### config.mk
export PLATFORM = sky130hd
export DESIGN_NAME = spl_phy_link
export DESIGN_NICKNAME = d
export VERILOG_FILES = /design/src/spl_phy_link.v
export VERILOG_INCLUDE_DIRS = /design/src
export SDC_FILE = /design/constraint.sdc
export NUM_CORES = 1
export LEC_CHECK = 0
export ABC_AREA = 1
export BUFFER_PORTS_ARGS = -buffer_cell sky130_fd_sc_hd__buf_2
export CORE_AREA = 3 3 157 159
export CTS_BUF_LIST = sky130_fd_sc_hd__clkbuf_4 sky130_fd_sc_hd__clkbuf_8
export CTS_CLUSTER_SIZE = 25
export DETAILED_ROUTE_END_ITERATION = 8
export DIE_AREA = 0 0 160 162
export GPL_ROUTABILITY_DRIVEN = 0
export PLACE_DENSITY = 0.51
export SYNTH_ARGS = -nofsm -noshare
export SYNTH_HDL_FRONTEND = slang
export SYNTH_SLANG_ARGS = --single-unit
### constraint.sdc
create_clock -name sys_clk_in -period 2 [get_ports sys_clk_in]
set_input_delay 0.3 -clock sys_clk_in [delete_from_list [all_inputs] [get_ports sys_clk_in]]
set_output_delay 0.3 -clock sys_clk_in [all_outputs]
set_load 0.02 [all_outputs]
### src/spl_defs.vh
`ifndef SPL_DEFS_VH
`define SPL_DEFS_VH

// ----------------------------------------------------------------
// register map
// ----------------------------------------------------------------
`define SPL_CTRL_ADDR     12'h000
`define SPL_STATUS_ADDR   12'h004
`define SPL_CTRL_RESET    7'h00

// ctrl fields
`define SPL_C_INIT        0
`define SPL_C_PARTIAL     1
`define SPL_C_SLUMBER     2
`define SPL_C_NEAR_LB     3
`define SPL_C_FAR_LB      4
`define SPL_C_RATE_LO     5
`define SPL_C_RATE_HI     6

// rate select encoding
`define SPL_RATE_AUTO0    2'h0
`define SPL_RATE_GEN1     2'h1
`define SPL_RATE_GEN2     2'h2

// ----------------------------------------------------------------
// ten-bit symbols
// ----------------------------------------------------------------
`define SPL_K28_5_NEG     10'h0FA
`define SPL_K28_5_POS     10'h305
`define SPL_D10_2         10'h155
`define SPL_D27_3_NEG     10'h0E4
`define SPL_D27_3_POS     10'h31B

// ----------------------------------------------------------------
// timing in sys_clk cycles; SPL_OOB_BURSTS and SPL_OOB_DET_N count bursts, SPL_SYNC_LOSS counts words
// ----------------------------------------------------------------
`define SPL_DIV_GEN1      4'h8
`define SPL_DIV_GEN2      4'h4
`define SPL_OOB_BURST     8'h20
`define SPL_OOB_GAP_LONG  8'h60
`define SPL_OOB_BURSTS    3'h6
`define SPL_GAP_S_MIN     8'h18
`define SPL_GAP_S_MAX     8'h28
`define SPL_GAP_L_MIN     8'h50
`define SPL_GAP_L_MAX     8'h70
`define SPL_OOB_DET_N     3'h4
`define SPL_ALIGN_TMO     16'h2000
`define SPL_SYNC_LOSS     8'h40

`endif

### src/spl_phy_link.v
// Overview of operation
// - init request resets control and starts sending COMRESET bursts.
// - link up only while receiver synchronized and transmitter sends valid signal.
// - deep-sleep request enters Slumber power state.
// - shallow-sleep request enters Partial power state.
// - near loopback feeds own transmit stream into receiver.
// - far loopback sends received stream back out the transmitter.
// - rate select picks automatic negotiation or a forced speed.
// - rate indication shows the speed in effect.
// - comma flag pulses when a K28.5 is received.
// - receive word strobe comes from recovered data timing.
// - host: init detect asserted while COMINIT is received.
// - device: same init detect asserted while COMRESET is received.
// - wake detect asserted while COMWAKE is received.
// - pattern source sends ALIGN primitives when needed.
// - received ALIGN primitives are consumed, not passed as data.
// - data extraction recovers bit timing from the received stream.
// - link layer supplies words; each is serialized and sent.
// - received stream is deserialized into words for the link layer.
// - reference clock runs control logic and sets transmit rate.
// - internal transmit bit tick sets the serial bit rate.
// - far retimed loopback held until COMRESET or COMINIT received; here init detect clears it only once the far loopback control bit is cleared.
//
// Added by the designer: the register offsets and the APB interface to the registers.
`timescale 1ns/1ps
`default_nettype none
`include "spl_defs.vh"

module spl_phy_link #(
	parameter        IS_HOST   = 0,
	parameter [15:0] ALIGN_TMO = `SPL_ALIGN_TMO
) (
	input  wire        sys_clk_in,
	input  wire        rst_in,
	input  wire        psel_in,
	input  wire        penable_in,
	input  wire        pwrite_in,
	input  wire [11:0] paddr_in,
	input  wire [31:0] pwdata_in,
	output reg         pready_out,
	output reg  [31:0] prdata_out,
	output reg         pslverr_out,
	input  wire [9:0]  tx_parallel_word_in,
	input  wire        tx_valid_in,
	output reg         tx_ready_out,
	output reg  [9:0]  rx_parallel_word_out,
	output reg         rx_word_strobe_out,
	output reg         comma_out,
	output reg         link_up_indication_out,
	output reg         rate_indication_out,
	output reg         oob_init_detect_out,
	output reg         oob_wake_detect_out,
	input  wire        rx_line_in,
	input  wire        rx_squelch_in,
	output reg         tx_line_out,
	output reg         tx_idle_out
);

	localparam [2:0] ST_COMRESET = 3'h0;
	localparam [2:0] ST_ALIGN    = 3'h1;
	localparam [2:0] ST_READY    = 3'h2;
	localparam [2:0] ST_PARTIAL  = 3'h3;
	localparam [2:0] ST_SLUMBER  = 3'h4;
	localparam [2:0] ST_FARLB    = 3'h5;

	function is_comma;
		input [9:0] s;
		begin
			is_comma = (s == `SPL_K28_5_NEG) || (s == `SPL_K28_5_POS);
		end
	endfunction

	function [9:0] align_sym;
		input [1:0] i;
		begin
			case (i)
				2'h0:    align_sym = `SPL_K28_5_NEG;
				2'h3:    align_sym = `SPL_D27_3_POS;
				default: align_sym = `SPL_D10_2;
			endcase
		end
	endfunction

	// ----------------------------------------------------------------
	// register bus
	// ----------------------------------------------------------------
	reg  [6:0] ctrl;
	reg  [2:0] state;
	reg        rx_sync;
	reg        far_lb_active;
	wire       apb_acc  = psel_in & penable_in & ~pready_out;
	wire       apb_done = psel_in & penable_in & pready_out;
	wire       hit_ctrl = paddr_in == `SPL_CTRL_ADDR;
	wire       hit_stat = paddr_in == `SPL_STATUS_ADDR;

	always @(posedge sys_clk_in) begin
		if (rst_in) begin
			ctrl        <= `SPL_CTRL_RESET;
			pready_out  <= 1'b0;
			prdata_out  <= 32'h0000_0000;
			pslverr_out <= 1'b0;
		end else begin
			pready_out  <= apb_acc;
			pslverr_out <= apb_acc & ~hit_ctrl & ~hit_stat;
			// write lands on the completing edge
			if (apb_done && pwrite_in && hit_ctrl)
				ctrl <= pwdata_in[6:0];
			if (apb_acc && !pwrite_in && hit_ctrl)
				prdata_out <= {25'h0000000, ctrl};
			else if (apb_acc && !pwrite_in && hit_stat)
				prdata_out <= {23'h000000, rate_indication_out, state, far_lb_active,
					oob_wake_detect_out, oob_init_detect_out, rx_sync, link_up_indication_out};
			else
				prdata_out <= 32'h0000_0000;
		end
	end

	wire [1:0] rate_sel = ctrl[`SPL_C_RATE_HI:`SPL_C_RATE_LO];

	// ----------------------------------------------------------------
	// input synchronisers
	// ----------------------------------------------------------------
	reg [1:0] line_sync;
	reg [1:0] sq_sync;

	always @(posedge sys_clk_in) begin
		if (rst_in) begin
			line_sync <= 2'h0;
			sq_sync   <= 2'h3;
		end else begin
			line_sync <= {line_sync[0], rx_line_in};
			sq_sync   <= {sq_sync[0], rx_squelch_in};
		end
	end

	wire rx_bit_raw = line_sync[1];
	// near loopback: receiver hears own transmitter, idle included
	wire rx_quiet   = ctrl[`SPL_C_NEAR_LB] ? tx_idle_out : sq_sync[1];

	// ----------------------------------------------------------------
	// rate and bit timing
	// ----------------------------------------------------------------
	reg  [3:0] tx_div;
	wire [3:0] div = rate_indication_out ? `SPL_DIV_GEN2 : `SPL_DIV_GEN1;
	wire       tx_tick = tx_div == div - 4'h1;

	always @(posedge sys_clk_in) begin
		if (rst_in || tx_tick)
			tx_div <= 4'h0;
		else
			tx_div <= tx_div + 4'h1;
	end

	// ----------------------------------------------------------------
	// data extraction and deserializer
	// ----------------------------------------------------------------
	wire       rx_bit = ctrl[`SPL_C_NEAR_LB] ? tx_line_out : rx_bit_raw;
	reg        rx_prev;
	reg  [3:0] rx_phase;
	reg  [9:0] rx_sh;
	reg  [3:0] rx_cnt;
	wire       rx_samp = rx_phase == {1'b0, div[3:1]};
	wire [9:0] sh_n    = {rx_sh[8:0], rx_bit};
	wire       word_done = rx_samp & (is_comma(sh_n) | rx_cnt == 4'h9);

	always @(posedge sys_clk_in) begin
		if (rst_in) begin
			rx_prev  <= 1'b0;
			rx_phase <= 4'h0;
			rx_sh    <= 10'h000;
			rx_cnt   <= 4'h0;
		end else begin
			rx_prev <= rx_bit;
			if (rx_bit != rx_prev || rx_phase == div - 4'h1)
				rx_phase <= 4'h0;
			else
				rx_phase <= rx_phase + 4'h1;
			if (rx_samp) begin
				rx_sh  <= sh_n;
				rx_cnt <= word_done ? 4'h0 : rx_cnt + 4'h1;
			end
		end
	end

	// ----------------------------------------------------------------
	// align detect and word pipeline
	// ----------------------------------------------------------------
	reg  [1:0] al_idx;
	reg  [9:0] pw0, pw1, pw2;
	reg  [2:0] pv;
	reg  [7:0] no_comma;
	wire       w_k  = is_comma(sh_n);
	wire       w_d10 = sh_n == `SPL_D10_2;
	wire       w_d27 = sh_n == `SPL_D27_3_NEG || sh_n == `SPL_D27_3_POS;
	wire       al_found = al_idx == 2'h3 && w_d27;

	always @(posedge sys_clk_in) begin
		if (rst_in) begin
			al_idx <= 2'h0;
			pv     <= 3'h0;
			pw0    <= 10'h000;
			pw1    <= 10'h000;
			pw2    <= 10'h000;
			rx_parallel_word_out <= 10'h000;
			rx_word_strobe_out   <= 1'b0;
			comma_out <= 1'b0;
		end else begin
			rx_word_strobe_out <= 1'b0;
			comma_out <= word_done & w_k;
			if (word_done) begin
				if (w_k)
					al_idx <= 2'h1;
				else if ((al_idx == 2'h1 || al_idx == 2'h2) && w_d10)
					al_idx <= al_idx + 2'h1;
				else
					al_idx <= 2'h0;
				if (al_found) begin
					pv <= 3'h0;
				end else begin
					rx_parallel_word_out <= pw2;
					rx_word_strobe_out   <= pv[2];
					pw2 <= pw1;
					pw1 <= pw0;
					pw0 <= sh_n;
					pv  <= {pv[1:0], 1'b1};
				end
			end
		end
	end

	// ----------------------------------------------------------------
	// receive sync
	// ----------------------------------------------------------------
	always @(posedge sys_clk_in) begin
		if (rst_in || state == ST_COMRESET || rx_quiet) begin
			rx_sync  <= 1'b0;
			no_comma <= 8'h00;
		end else if (word_done) begin
			if (al_found) begin
				rx_sync  <= 1'b1;
				no_comma <= 8'h00;
			end else if (w_k) begin
				no_comma <= 8'h00;
			end else if (no_comma == `SPL_SYNC_LOSS) begin
				rx_sync <= 1'b0;
			end else begin
				no_comma <= no_comma + 8'h01;
			end
		end
	end

	// ----------------------------------------------------------------
	// out-of-band detector
	// ----------------------------------------------------------------
	reg        quiet_d;
	reg  [7:0] gap;
	reg  [2:0] long_run, short_run;
	wire       burst_start = quiet_d & ~rx_quiet;
	wire       g_long  = gap >= `SPL_GAP_L_MIN && gap <= `SPL_GAP_L_MAX;
	wire       g_short = gap >= `SPL_GAP_S_MIN && gap <= `SPL_GAP_S_MAX;
	wire       gap_over = gap > `SPL_GAP_L_MAX;

	always @(posedge sys_clk_in) begin
		if (rst_in) begin
			quiet_d   <= 1'b1;
			gap       <= 8'h00;
			long_run  <= 3'h0;
			short_run <= 3'h0;
			oob_init_detect_out <= 1'b0;
			oob_wake_detect_out <= 1'b0;
		end else begin
			quiet_d <= rx_quiet;
			if (!rx_quiet)
				gap <= 8'h00;
			else if (!gap_over)
				gap <= gap + 8'h01;
			if (burst_start) begin
				long_run  <= g_long ? (long_run == 3'h7 ? long_run : long_run + 3'h1) : 3'h0;
				short_run <= g_short ? (short_run == 3'h7 ? short_run : short_run + 3'h1) : 3'h0;
			end else if (gap_over) begin
				long_run  <= 3'h0;
				short_run <= 3'h0;
			end
			// host sees COMINIT, device sees COMRESET on the same output
			oob_init_detect_out <= long_run >= `SPL_OOB_DET_N && !gap_over;
			oob_wake_detect_out <= short_run >= `SPL_OOB_DET_N && gap <= `SPL_GAP_S_MAX;
		end
	end

	// ----------------------------------------------------------------
	// control state machine
	// ----------------------------------------------------------------
	reg  [7:0]  oob_cnt;
	reg  [2:0]  oob_num;
	reg         oob_gap;
	reg  [15:0] tmo;
	reg  [2:0]  next_state;

	always @* begin
		next_state = state;
		case (state)
			ST_COMRESET:
				if (oob_num == `SPL_OOB_BURSTS)
					next_state = ST_ALIGN;
			ST_ALIGN:
				if (rx_sync)
					next_state = ST_READY;
			ST_READY:
				if (ctrl[`SPL_C_SLUMBER])
					next_state = ST_SLUMBER;
				else if (ctrl[`SPL_C_PARTIAL])
					next_state = ST_PARTIAL;
				else if (far_lb_active)
					next_state = ST_FARLB;
				else if (oob_init_detect_out)
					next_state = ST_ALIGN;
			ST_PARTIAL:
				if (!ctrl[`SPL_C_PARTIAL] || oob_wake_detect_out)
					next_state = ST_ALIGN;
			ST_SLUMBER:
				if (!ctrl[`SPL_C_SLUMBER] || oob_wake_detect_out)
					next_state = ST_ALIGN;
			ST_FARLB:
				if (!far_lb_active)
					next_state = ST_ALIGN;
			default:
				next_state = ST_COMRESET;
		endcase
		if (ctrl[`SPL_C_INIT])
			next_state = ST_COMRESET;
	end

	always @(posedge sys_clk_in) begin
		if (rst_in) begin
			state   <= ST_COMRESET;
			oob_cnt <= 8'h00;
			oob_num <= 3'h0;
			oob_gap <= 1'b0;
			tmo     <= 16'h0000;
			far_lb_active <= 1'b0;
			rate_indication_out <= 1'b0;
		end else begin
			state <= next_state;
			// set wins over the out-of-band clear
			if (ctrl[`SPL_C_FAR_LB])
				far_lb_active <= 1'b1;
			else if (oob_init_detect_out)
				far_lb_active <= 1'b0;
			if (state != ST_COMRESET || ctrl[`SPL_C_INIT]) begin
				oob_cnt <= 8'h00;
				oob_num <= 3'h0;
				oob_gap <= 1'b0;
			end else if (oob_cnt == (oob_gap ? `SPL_OOB_GAP_LONG : `SPL_OOB_BURST)) begin
				oob_cnt <= 8'h00;
				oob_gap <= ~oob_gap;
				if (oob_gap)
					oob_num <= oob_num + 3'h1;
			end else begin
				oob_cnt <= oob_cnt + 8'h01;
			end
			if (state != ST_ALIGN || tmo == ALIGN_TMO)
				tmo <= 16'h0000;
			else
				tmo <= tmo + 16'h0001;
			case (rate_sel)
				`SPL_RATE_GEN1: rate_indication_out <= 1'b0;
				`SPL_RATE_GEN2: rate_indication_out <= 1'b1;
				default:
					if (state == ST_ALIGN && tmo == ALIGN_TMO)
						rate_indication_out <= ~rate_indication_out;
			endcase
		end
	end

	// ----------------------------------------------------------------
	// transmit path
	// ----------------------------------------------------------------
	reg  [9:0] tx_sh;
	reg  [3:0] tx_cnt;
	reg  [1:0] tx_al;
	wire       tx_load = tx_tick && tx_cnt == 4'h0;
	// data only between whole ALIGN primitives, so the far detector never sees a torn one
	wire       take = tx_load && state == ST_READY && rx_sync && tx_valid_in && !tx_ready_out &&
		tx_al == 2'h0;
	wire       quiet_tx = (state == ST_COMRESET && oob_gap) ||
		state == ST_PARTIAL || state == ST_SLUMBER;

	always @(posedge sys_clk_in) begin
		if (rst_in) begin
			tx_sh  <= 10'h000;
			tx_cnt <= 4'h0;
			tx_al  <= 2'h0;
			tx_ready_out <= 1'b0;
			tx_line_out  <= 1'b0;
			tx_idle_out  <= 1'b1;
		end else begin
			tx_ready_out <= take;
			if (tx_load) begin
				tx_cnt <= 4'h9;
				if (take) begin
					tx_sh <= tx_parallel_word_in;
				end else begin
					tx_sh <= align_sym(tx_al);
					tx_al <= tx_al + 2'h1;
				end
			end else if (tx_tick) begin
				tx_cnt <= tx_cnt - 4'h1;
				tx_sh  <= {tx_sh[8:0], 1'b0};
			end
			if (state == ST_FARLB) begin
				tx_line_out <= rx_bit_raw;
				tx_idle_out <= rx_quiet;
			end else begin
				tx_line_out <= tx_sh[9];
				tx_idle_out <= quiet_tx;
			end
		end
	end

	// ----------------------------------------------------------------
	// link up
	// ----------------------------------------------------------------
	always @(posedge sys_clk_in) begin
		if (rst_in)
			link_up_indication_out <= 1'b0;
		else
			link_up_indication_out <= next_state == ST_READY && state == ST_READY &&
				rx_sync && !quiet_tx && !ctrl[`SPL_C_INIT];
	end

endmodule
`default_nettype wire

* Word level (Yosys, flattened, before mapping)
Cells that the tools add are included.
** Storage, ports and cells
- Register bits after elaboration :: 193
- Logic and storage cells :: 233
- Output and inout bits :: 53
- Input port bits :: 62
** Operators by class
- Reductions and logical operators :: 69
- Bitwise logic cells :: 19
- Add/sub/neg operators :: 14
- Mux-type cells :: 46
- Eq/ne operators :: 34
- $lt $le $gt $ge :: 7
** Operator list (number)
- 3-bit 2-to-1 mux :: 18
- 10-bit 2-to-1 mux :: 3
- 8-bit by 1-bit adder with 8-bit output (second input constant) :: 3
- 8-bit 2-to-1 mux :: 3
- 1-bit logical AND :: 23
- 7-bit 2-to-1 mux :: 3
- 10-bit equality test (second input constant) :: 2
- 10-bit by 8-bit equality test with 1-bit output (second input constant) :: 2
- 10-bit one-hot mux with 2 select lines :: 1
- 3-bit one-hot mux with 6 select lines :: 1
- 16-bit by 1-bit adder with 16-bit output (second input constant) :: 1
- 16-bit by 14-bit equality test with 1-bit output (second input constant) :: 1
- 4-bit 2-to-1 mux :: 4
- 3-bit equality test (second input constant) :: 5
- 1-bit logical OR :: 13
- 4-bit by 1-bit adder with 4-bit output (second input constant) :: 3
- 12-bit by 3-bit equality test with 1-bit output (second input constant) :: 1
- 12-bit zero test :: 1
- 2-bit AND reduction :: 6
- 2-bit OR reduction :: 6
- 10-bit by 9-bit equality test with 1-bit output (second input constant) :: 1
- 1-bit 2-to-1 mux :: 10
- 1-bit inverter :: 10
- 3-bit by 1-bit adder with 3-bit output (second input constant) :: 3
- other kinds (33) :: 65

* Longest topological paths before layout
Gate-level depths: netlist of run 1.
- Word-level depth :: 11
- Mapped depth :: 13
- Mapped depth without buffers :: 12

* Worst setup path before layout of run 1
OpenSTA, ideal clock, no wires.
- Path kind :: register to register
- Start point :: register rate_indication_out
- End point :: register rx_sync
- Arrival time :: 1.585 ns
- Cell stages (with the launch flop) :: 11
- Buffers on the path :: 2
- Period minus slack after synthesis :: 1.651 ns
- Data required time :: 1.934 ns
- Path slack :: 0.349 ns
- Cells stage by stage :: dfxtp_1 -> nor2_1 -> nor3_1 -> nand2_2 -> inv_2 -> nand2_4 -> clkinv_4 -> buf_12 -> buf_8 -> nand3_2 -> a21oi_2
** Between the ends
- Cells in the longest elaborated chain, start to end :: 4
** RTL lines
- start, declared :: line spl_phy_link.v:50 : output reg rate_indication_out,
- start signal, assigned :: line spl_phy_link.v:370 : rate_indication_out <= ~rate_indication_out;
- 4-bit 2-to-1 mux (no source line)
- 4-bit by 3-bit equality test with 1-bit output :: line spl_phy_link.v:162 : wire rx_samp = rx_phase == {1'b0, div[3:1]};
- 1-bit bitwise AND :: line spl_phy_link.v:164 : wire word_done = rx_samp & (is_comma(sh_n) | rx_cnt == 4'h9);
- 3-bit AND reduction (no source line)
- end signal, assigned :: line spl_phy_link.v:236 : rx_sync <= 1'b0;
- end signal, assigned :: line spl_phy_link.v:240 : rx_sync <= 1'b1;
- end signal, assigned :: line spl_phy_link.v:245 : rx_sync <= 1'b0;
- end, declared :: line spl_phy_link.v:89 : reg rx_sync;
No other way between the ends.
A chain may end at the register's enable or synchronous reset.

* Worst setup path after layout of run 1
- Start point :: register rx_sh[2]
- End point :: register pw1[3]
** Between the ends
- Cells in the longest elaborated chain, start to end :: 5
** RTL lines
- start, declared :: line spl_phy_link.v:160 : reg [9:0] rx_sh;
- start signal, assigned :: line spl_phy_link.v:179 : rx_sh <= sh_n;
- 10-bit by 8-bit equality test with 1-bit output (no source line) / 10-bit equality test (equally long branches)
- 1-bit logical OR (on tied branches)
- 1-bit bitwise OR / 1-bit logical AND (equally long branches) :: line spl_phy_link.v:164, spl_phy_link.v:195
- 1-bit bitwise AND / 1-bit inverter (equally long branches)
- 2-bit AND reduction (no source line) (*)
- end signal, assigned :: line spl_phy_link.v:223 : pw1 <= pw0;
- end, declared :: line spl_phy_link.v:189 : reg [9:0] pw0, pw1, pw2;
Mark *: on every way between the ends. The rest lies on a longest branch, timed or not.

==> results.txt, run 1 <==
Cell Area, Placed -> 8750 sq um
clock buffer count from CTS -> 17
RSZ-0062 raised after global routing -> false
Initial Utilization -> 34.7%
Worst-Skew Late Latency -> 0.47 ns
NumNets Final -> 1,242
top-count cell post-synth -> nand2_1
CTS Buffer Depth -> 2
Setup Viol. Count Final -> 0
number of synthesized register bits -> 170
max_slew headroom -> 56.1%
First DRT Iteration DRCs -> 420
Post-Route Skew -> 0.0248 ns
Die Wd -> 160 um
Die Area -> 25,900 sq um
Worst EP required -> 2.40 ns
max_cap viols -> 0
worst-path maximum fanout -> 22
startpoint class of the critical path -> flop
Layout area overhead -> 13.9%
reg2reg path depth -> 11
ys flop type -> dfxtp_1
vias in the first global route -> 6,235
drt drc -> 0
top cell type's share of synthesized area -> 41.9%
routed length per instance -> 12.1 um
first-pass GRT wire length -> 30,300 um
initial antenna violation count -> 0
Fill cells -> 2,498
Inserted Diodes -> 0
GRT overflow -> 0
fin. max-slew vios -> 0
Netlist Area Pre-Place -> 8120 sq um
period utilisation layout -> 89.9%
Clk pin slew, worst setup/hold paths -> 0.10 ns
Port-buffer cells -> 66
vias post-DR -> 6,763
clk root buf -> clkbuf_8
Fmax -> 0.556 GHz
layout cells sized above 1 -> 17.4%
worst slew pin tran -> 0.659 ns
Mapped Cells -> 1,081
placed cells -> 1,452
status -> complete, no violations
Row Count -> 56
CTS tree -> yes
area of the core -> 23,400 sq um
Routed WL -> 18,000 um
Vias/cell -> 4.55
area leader, netlist -> dfxtp_1
fin area -> 9240 sq um
Post-DRT Antenna Nets -> 0
hold path cells -> 2
sequential cell area fraction in the yosys report -> 41.9%
Post-synth EDFFs -> 0
H-tree depth -> 4
DIE HEIGHT -> 162 um
WS Path Type -> flop to flop
LEAKAGE -> 0.00365 uW
drt pass-1 iters -> 5
syn_area_per_cell -> 7.51 sq um
Netlist cell types -> 43
Peak VDD IR -> 350 uV
Final Hold Viols -> 0
Final Total Pwr -> 6360 uW
clock sinks -> 170
warnings from Yosys -> 0
Total GRT Usage -> 14.0%
worst min path class -> input pin to flop
CP Data Arrival Time -> 2.20 ns
Post-synth top cells -> 208 x nand2_1, 170 x dfxtp_1, 128 x inv_1
ys async rst share -> 0%
largest cells by area after synthesis -> dfxtp_1 42%, nand2_1 9.6%, inv_1 5.9%
setup TNS -> 0 ns
top-level I/O count -> 115
fin crit period -> 1.80 ns
largest net degree at the start of global routing -> 45
Worst setup EP type -> flop
final std cells w/o fill -> 1,485
DP HPWL -> 12,700 um
PwrDens -> 688 nW/um^2
through the flow:
stage | hold WS (ns) | setup WS [ns] | util (%)
after floorplan | 0.388 | 0.349 | -
after global placement | 0.395 | 0.163 | 37.4
after detailed placement | 0.395 | 0.165 | 37.4
after CTS | 0.00595 | 0.137 | 39.3
after global routing | 0.0153 | 0.00485 | 39.5
final | 0.0378 | 0.202 | 39.5
cell type report:
| class | count | area [sq um] | area share (%) |
|---|---|---|---|
| multi-input combinational | 745 | 3960 | 42.8 |
| sequential | 170 | 3410 | 36.8 |
| timing repair buffer | 86 | 543 | 5.87 |
| inverter | 133 | 504 | 5.45 |
| tap | 319 | 399 | 4.32 |
| clock buffer | 17 | 234 | 2.53 |
| clock inverter | 15 | 199 | 2.15 |
power breakdown:
group,internal (uW),switching [uW]
clock network,1080,1510
logic,100,205
registers,3430,38.4
critical path, cell delays in order (launching register included):
cell and delay, ns:
dfxtp_1 0.43, inv_1 0.11, nand3_1 0.12, nor2_1 0.07
nand2_1 0.09, nand3_2 0.10, nand2_4 0.16, clkinv_4 0.15
nand2_4 0.13, clkbuf_16 0.20, nand2_1 0.07, a21oi_2 0.11
layout by cell type, fill, tap and decap left out, drive strengths merged:
cell type and count:
and3 1, a21oi 114, nand4 11, o21a 4
clkinv 9, mux2 1, ha 27, clkbuf 18
nand2 213, inv 137, a211oi 3, nor3b 6
o31ai 3, clkinvlp 1, xnor2 4, nor4 3
dfxtp 170, o21ai 58, conb 23, nand3b 2
o211ai 7, nor2 118, a22oi 1, nand3 93
and3b 1, xor2 8, nor3 31, a31oi 1
or2 8, buf 85, o22ai 4, bufinv 1
metal layers:
| layer | routed length, um | global-route usage (%) |
|---|---|---|
| met1 | 9250 | 19.3 |
| met2 | 7810 | 21.6 |
| met3 | 686 | 3.24 |
| met4 | 269 | 4.77 |
| met5 | 0 | 0 |
state kept, by name (all words and copies together), names as in the netlist, 3 cells and up:
register,cells
tmo,16
pw0,10
pw1,10
pw2,10
rx_parallel_word_out,10
tx_sh,10
prdata_out,9
rx_sh,9
gap,8
no_comma,8
oob_cnt,8
ctrl,7
rx_cnt,4
rx_phase,4
tx_cnt,4
tx_div,4
long_run,3
oob_num,3
pv,3
short_run,3
state,3
timing repair:
action / CTS / global route
setup buffers: 0 / 0
setup endpoints to repair: 0 / 37
hold endpoints to repair: 0 / 0
resized for setup: 0 / 9
hold buffers: 0 / 0
cells by family (layout without fill, tap and decap cells):
group	Yosys count	count (layout)	synth area share, %
simple gates	487	487	27.8
compound gates	195	195	14.0
buf+inv	188	251	10.6
flops	170	170	41.9
fa+ha+maj	27	27	4.16
xor+xnor	12	12	1.30
other cells	1	23	0.0462
mux	1	1	0.139
path summary, 6_finish.rpt:
kind,endpoint,start,slack [ns]
max,pw1[3],rx_sh[2],0.20
min,sq_sync[0],rx_squelch_in,0.04
max reg2reg,pw1[3],rx_sh[2],0.20
min reg2reg,sq_sync[1],sq_sync[0],0.41
Note: power is estimated with default switching activity, not from simulation.
==> inputs of run 2 (changes only) <==
- CAP_MARGIN: unset -> 10
- RECOVER_POWER: unset -> 100
==> run 2 against run 1 <==
Sequential share of layout area increased by 0.51 points. Worst setup slack got worse by 0.0077 ns. Flip-flop and latch count unchanged.
==> results.txt, run 2 (synthesized netlist as in run 1, its figures left out) <==
drt drc -> 0
Row Count -> 56
Setup Viol. Count Final -> 0
clock buffer count from CTS -> 17
hold_sp -> rx_squelch_in
worst-path maximum fanout -> 22
clk root buf -> clkbuf_8
vias in the first global route -> 6,235
Fmax -> 0.554 GHz
status -> complete, no violations
DP HPWL -> 12,700 um
largest net degree at the start of global routing -> 45
NumNets Final -> 1,242
Post-DRT Antenna Nets -> 0
Fill cells -> 2,533
top-level I/O count -> 115
worst slew pin tran -> 0.797 ns
vias post-DR -> 6,726
worst min path class -> input pin to flop
R2R setup slack -> 0.19 ns
Initial Utilization -> 34.7%
CTS tree -> yes
LEAKAGE -> 0.00349 uW
Die Wd -> 160 um
H-tree depth -> 4
fin. max-slew vios -> 0
Worst EP required -> 2.40 ns
Port-buffer cells -> 66
CTS Buffer Depth -> 2
WS Path Type -> flop to flop
first-pass GRT wire length -> 30,300 um
GRT overflow -> 0
Vias/cell -> 4.53
Final Hold Viols -> 0
Clk pin slew, worst setup/hold paths -> 0.10 ns
routed length per instance -> 12.1 um
worst reg2reg endpoint -> pw1[3]
Total GRT Usage -> 14.0%
fin crit period -> 1.81 ns
Biggest register -> tmo
Routed WL -> 18,000 um
Layout area overhead -> 12.3%
DIE HEIGHT -> 162 um
worst slack, placed -> 0.165 ns
layout cells sized above 1 -> 13.4%
setup TNS -> 0 ns
max_slew headroom -> 46.8%
initial antenna violation count -> 0
Worst setup EP type -> flop
Worst-Skew Late Latency -> 0.47 ns
area of the core -> 23,400 sq um
clock sinks -> 170
worst setup margin -> 0.194 ns
Peak VDD IR -> 350 uV
most frequent cells in the layout -> 206 x nand2_1, 168 x dfxtp_1, 128 x inv_1
Die Area -> 25,900 sq um
First DRT Iteration DRCs -> 407
commonest non-fill, non-tap cell in the layout -> nand2_1
hold path cells -> 2
drt pass-1 iters -> 5
Min-Delay Endpoint -> sq_sync[0]
Post-CTS Hold Fix Bufs -> 0
max reg flops -> 16
PwrDens -> 697 nW/um^2
worst r2r src -> rx_sh[2]
Post-Route Skew -> 0.0240 ns
max_cap viols -> 0
Inserted Diodes -> 0
period utilisation layout -> 90.3%
startpoint class of the critical path -> flop
RSZ-0062 raised after global routing -> false
reg2reg path depth -> 11
CP Data Arrival Time -> 2.21 ns
## run 2: cell count changes in the layout (fill, tap and decap cells not counted), sizes merged
| cell | before | now |
|---|---|---|
| clkbuf | 18 | 54 |
| buf | 85 | 49 |
## run 2: cell type report
class                      instances  area [sq um]  area share [%]
multi-input combinational        745          3910            42.8
clock buffer                      17           234            2.57
inverter                         133           504            5.53
tap                              319           399            4.38
sequential                       170          3410            37.4
clock inverter                    15           199            2.18
timing repair buffer              86           470            5.16
## run 2: layer usage
layer	vias to the layer above	wire length, um	global-route usage (%)
met5	-	0	0
met4	0	267	4.77
met3	14	726	3.24
met2	113	7840	21.6
met1	2980	9190	19.3
li1	3619	-	-
## run 2: how the worst max path moves through the flow
stage,slack [ns],cells after the start,endpoint,startpoint
after global placement,0.16,11,no_comma[0],ctrl[3]
after CTS,0.14,11,no_comma[0],ctrl[3]
after global routing,0.005,11,no_comma[0],ctrl[3]
after detailed placement,0.17,11,no_comma[0],ctrl[3]
after floorplan,0.35,10,rx_sync,rate_indication_out
final,0.19,11,pw1[3],rx_sh[2]
## run 2: worst max-delay path, cell delays in order, from the launching register on
cell	delay [ns]
dfxtp_1	0.43
inv_1	0.11
nand3_1	0.12
nor2_1	0.07
nand2_1	0.09
nand3_2	0.10
nand2_4	0.15
clkinv_4	0.14
nand2_4	0.12
buf_6	0.21
nand2_1	0.09
a21oi_2	0.11
## run 2: through the flow
step           total power (uW)  utilization [%]  instances  hold slack, ns  instance area (sq um)
2_1_floorplan              3780                -       1103           0.388                   8200
3_3_place_gp               3850             37.4       1452           0.395                   8750
3_5_place_dp               3850             37.4       1452           0.395                   8750
4_1_cts                    6480             39.3       1484         0.00595                   9190
5_1_grt                    6660             39.0       1485          0.0153                   9120
6_report                   6360             39.0       1485          0.0387                   9120
## run 2: where the power goes
group | internal [uW] | switching [uW] | leakage [uW]
logic | 97.7 | 203 | 0.00190
clock network | 1080 | 1510 | 0.000213
registers | 3430 | 38.6 | 0.00137
total | 4610 | 1750 | 0.00349
## run 2: what timing repair did
item,4_1_cts,5_1_grt
setup buffers,0,0
setup endpoints to repair,0,37
resized for setup,0,9
==> inputs of run 3 (changes only) <==
- CORE_AREA: 3 3 157 159 -> 3 3 169 171
- DIE_AREA: 0 0 160 162 -> 0 0 172 174
- GPL_ROUTABILITY_DRIVEN: 0 -> 1
- PLACE_DENSITY: 0.51 -> 0.45
- clock period: 2 -> 2.3 ns (I/O delays scaled with it)
==> run 3 against run 2 <==
Global-route usage down 1.3 points. Critical endpoint is now pw0[3]. Highest routed layer unchanged. Count of clock-buffer cells in the layout up 1. Critical path type unchanged. Die area up 15%. Combinational power down 13%. Non-clock buffer count down 7. The run now ends with capacitance limit, slew limit left.
==> results.txt, run 3 (synthesized netlist as in run 1, its figures left out) <==
Peak VDD IR -> 269 uV
worst min path class -> input pin to flop
NumNets Final -> 1,235
worst slew pin tran -> 1.57 ns
First DRT Iteration DRCs -> 343
routed length per instance -> 12.6 um
Die Wd -> 172 um
CTS tree -> yes
clk root buf -> clkbuf_8
H-tree depth -> 4
Biggest register -> tmo
Row Count -> 60
Total GRT Usage -> 12.7%
Worst EP required -> 2.66 ns
CP cell instances -> inv_1, nand3_1, nor2_1, nand2_1, nand3_2, nand2_4, clkinv_4, nand2_4, buf_12, nand2_1, a21oi_1
worst-path maximum fanout -> 44
Post-CTS Resized -> 0
Port-buffer cells -> 66
WS Path Type -> flop to flop
startpoint class of the critical path -> flop
Worst-Skew Late Latency -> 0.46 ns
Post-CTS Hold Fix Bufs -> 0
Layout area overhead -> 11.4%
Post-CTS Setup Repair Bufs -> 0
DIE HEIGHT -> 174 um
period utilisation layout -> 89.3%
area of the core -> 27,000 sq um
Routed WL -> 18,900 um
setup TNS -> 0 ns
Setup Viol. Count Final -> 0
clock buffer count from CTS -> 17
initial antenna violation count -> 0
RSZ-0062 raised after global routing -> false
Clk pin slew, worst setup/hold paths -> 0.10 ns
CP Data Arrival Time -> 2.41 ns
failing checks -> capacitance limit, slew limit
Post-DRT Antenna Nets -> 0
reg2reg path depth -> 11
first-pass GRT wire length -> 31,000 um
R2R setup slack -> 0.25 ns
status -> complete, but fails checks
Die Area -> 29,900 sq um
PwrDens -> 605 nW/um^2
LEAKAGE -> 0.00343 uW
Final Total Pwr -> 5470 uW
drt drc -> 0
CTS Buffer Depth -> 2
commonest non-fill, non-tap cell in the layout -> nand2_1
most frequent cells in the layout -> 208 x nand2_1, 170 x dfxtp_1, 128 x inv_1
Inserted Diodes -> 0
clock sinks -> 170
GRT overflow -> 0
final RePlAce weighted congestion -> 0.797
Final Hold Viols -> 0
Worst setup EP type -> flop
Min-Delay Endpoint -> sq_sync[0]
worst r2r src -> rx_sh[0]
vias post-DR -> 6,785
hold_sp -> rx_squelch_in
max_cap viols -> 1
layout cells sized above 1 -> 12.3%
hold path cells -> 2
DP HPWL -> 13,500 um
worst reg2reg endpoint -> pw0[3]
max_slew headroom -> -4.85%
critical path's largest stage delay -> 0.47 ns
Post-Route Skew -> 0.0211 ns
top-level I/O count -> 115
Fmax -> 0.487 GHz
largest net degree at the start of global routing -> 59
Vias/cell -> 4.52
fin crit period -> 2.05 ns
fin. max-slew vios -> 59
max reg flops -> 16
CP max-delay cell -> dfxtp_1
vias in the first global route -> 6,272
Initial Utilization -> 30.0%
drt pass-1 iters -> 6
run 3: cell types whose count changed in the layout (fill, tap and decap cells not counted), sizes merged:
cell	change
buf	-5
bufinv	-1
clkbuf	-1
run 3: worst max path at each step:
stage	endpoint	start	depth (start not counted)
after floorplan	rx_sync	rate_indication_out	10
after global placement	no_comma[0]	ctrl[3]	11
after detailed placement	rx_parallel_word_out[9]	rx_sh[0]	11
after CTS	rx_parallel_word_out[9]	rx_sh[0]	11
after global routing	pw0[3]	rx_sh[0]	11
final	pw0[3]	rx_sh[0]	11
run 3: area by class of cell:
| cell class | count | area, sq um |
|---|---|---|
| timing repair buffer | 79 | 398 |
| fill | 2937 | 18000 |
| inverter | 133 | 504 |
| clock inverter | 14 | 171 |
| tap | 341 | 427 |
| multi-input combinational | 745 | 3890 |
| clock buffer | 18 | 248 |
| sequential | 170 | 3400 |
run 3: where the power goes:
| group | internal (uW) | switching, uW | total, uW |
|---|---|---|---|
| sequential | 2980 | 34.4 | 3020 |
| clock | 868 | 1330 | 2190 |
| combinational | 82.8 | 178 | 261 |
| total | 3930 | 1540 | 5470 |
run 3: routing by layer:
layer / part of all wire, % / vias up / global-route usage, %
li1: - / 3598 / -
met1: 52 / 3079 / 18.1
met2: 43 / 90 / 19.3
met3: 3.6 / 18 / 2.77
met4: 1.6 / 0 / 3.76
met5: 0 / - / 0
run 3: critical path: cells and delay by family, from the launching register on:
kind / cells / cell delay, ns
flip-flops: 1 / 0.47
AO/OA/AOI/OAI: 1 / 0.14
AND/OR/NAND/NOR: 7 / 0.74
buffers and inverters: 3 / 0.59
run 3: per-stage QoR:
stage          hold slack (ns)  instances  cell area (sq um)  utilization [%]  setup WS (ns)
6_report                0.0949       1500               9040             33.4          0.245
5_1_grt                 0.0549       1500               9040             33.4         0.0586
4_1_cts                 0.0536       1500               9160             33.9          0.245
3_5_place_dp             0.399       1468               8740             32.3          0.278
3_3_place_gp             0.393       1468               8740             32.3          0.273
2_1_floorplan            0.388       1103               8200                -          0.649
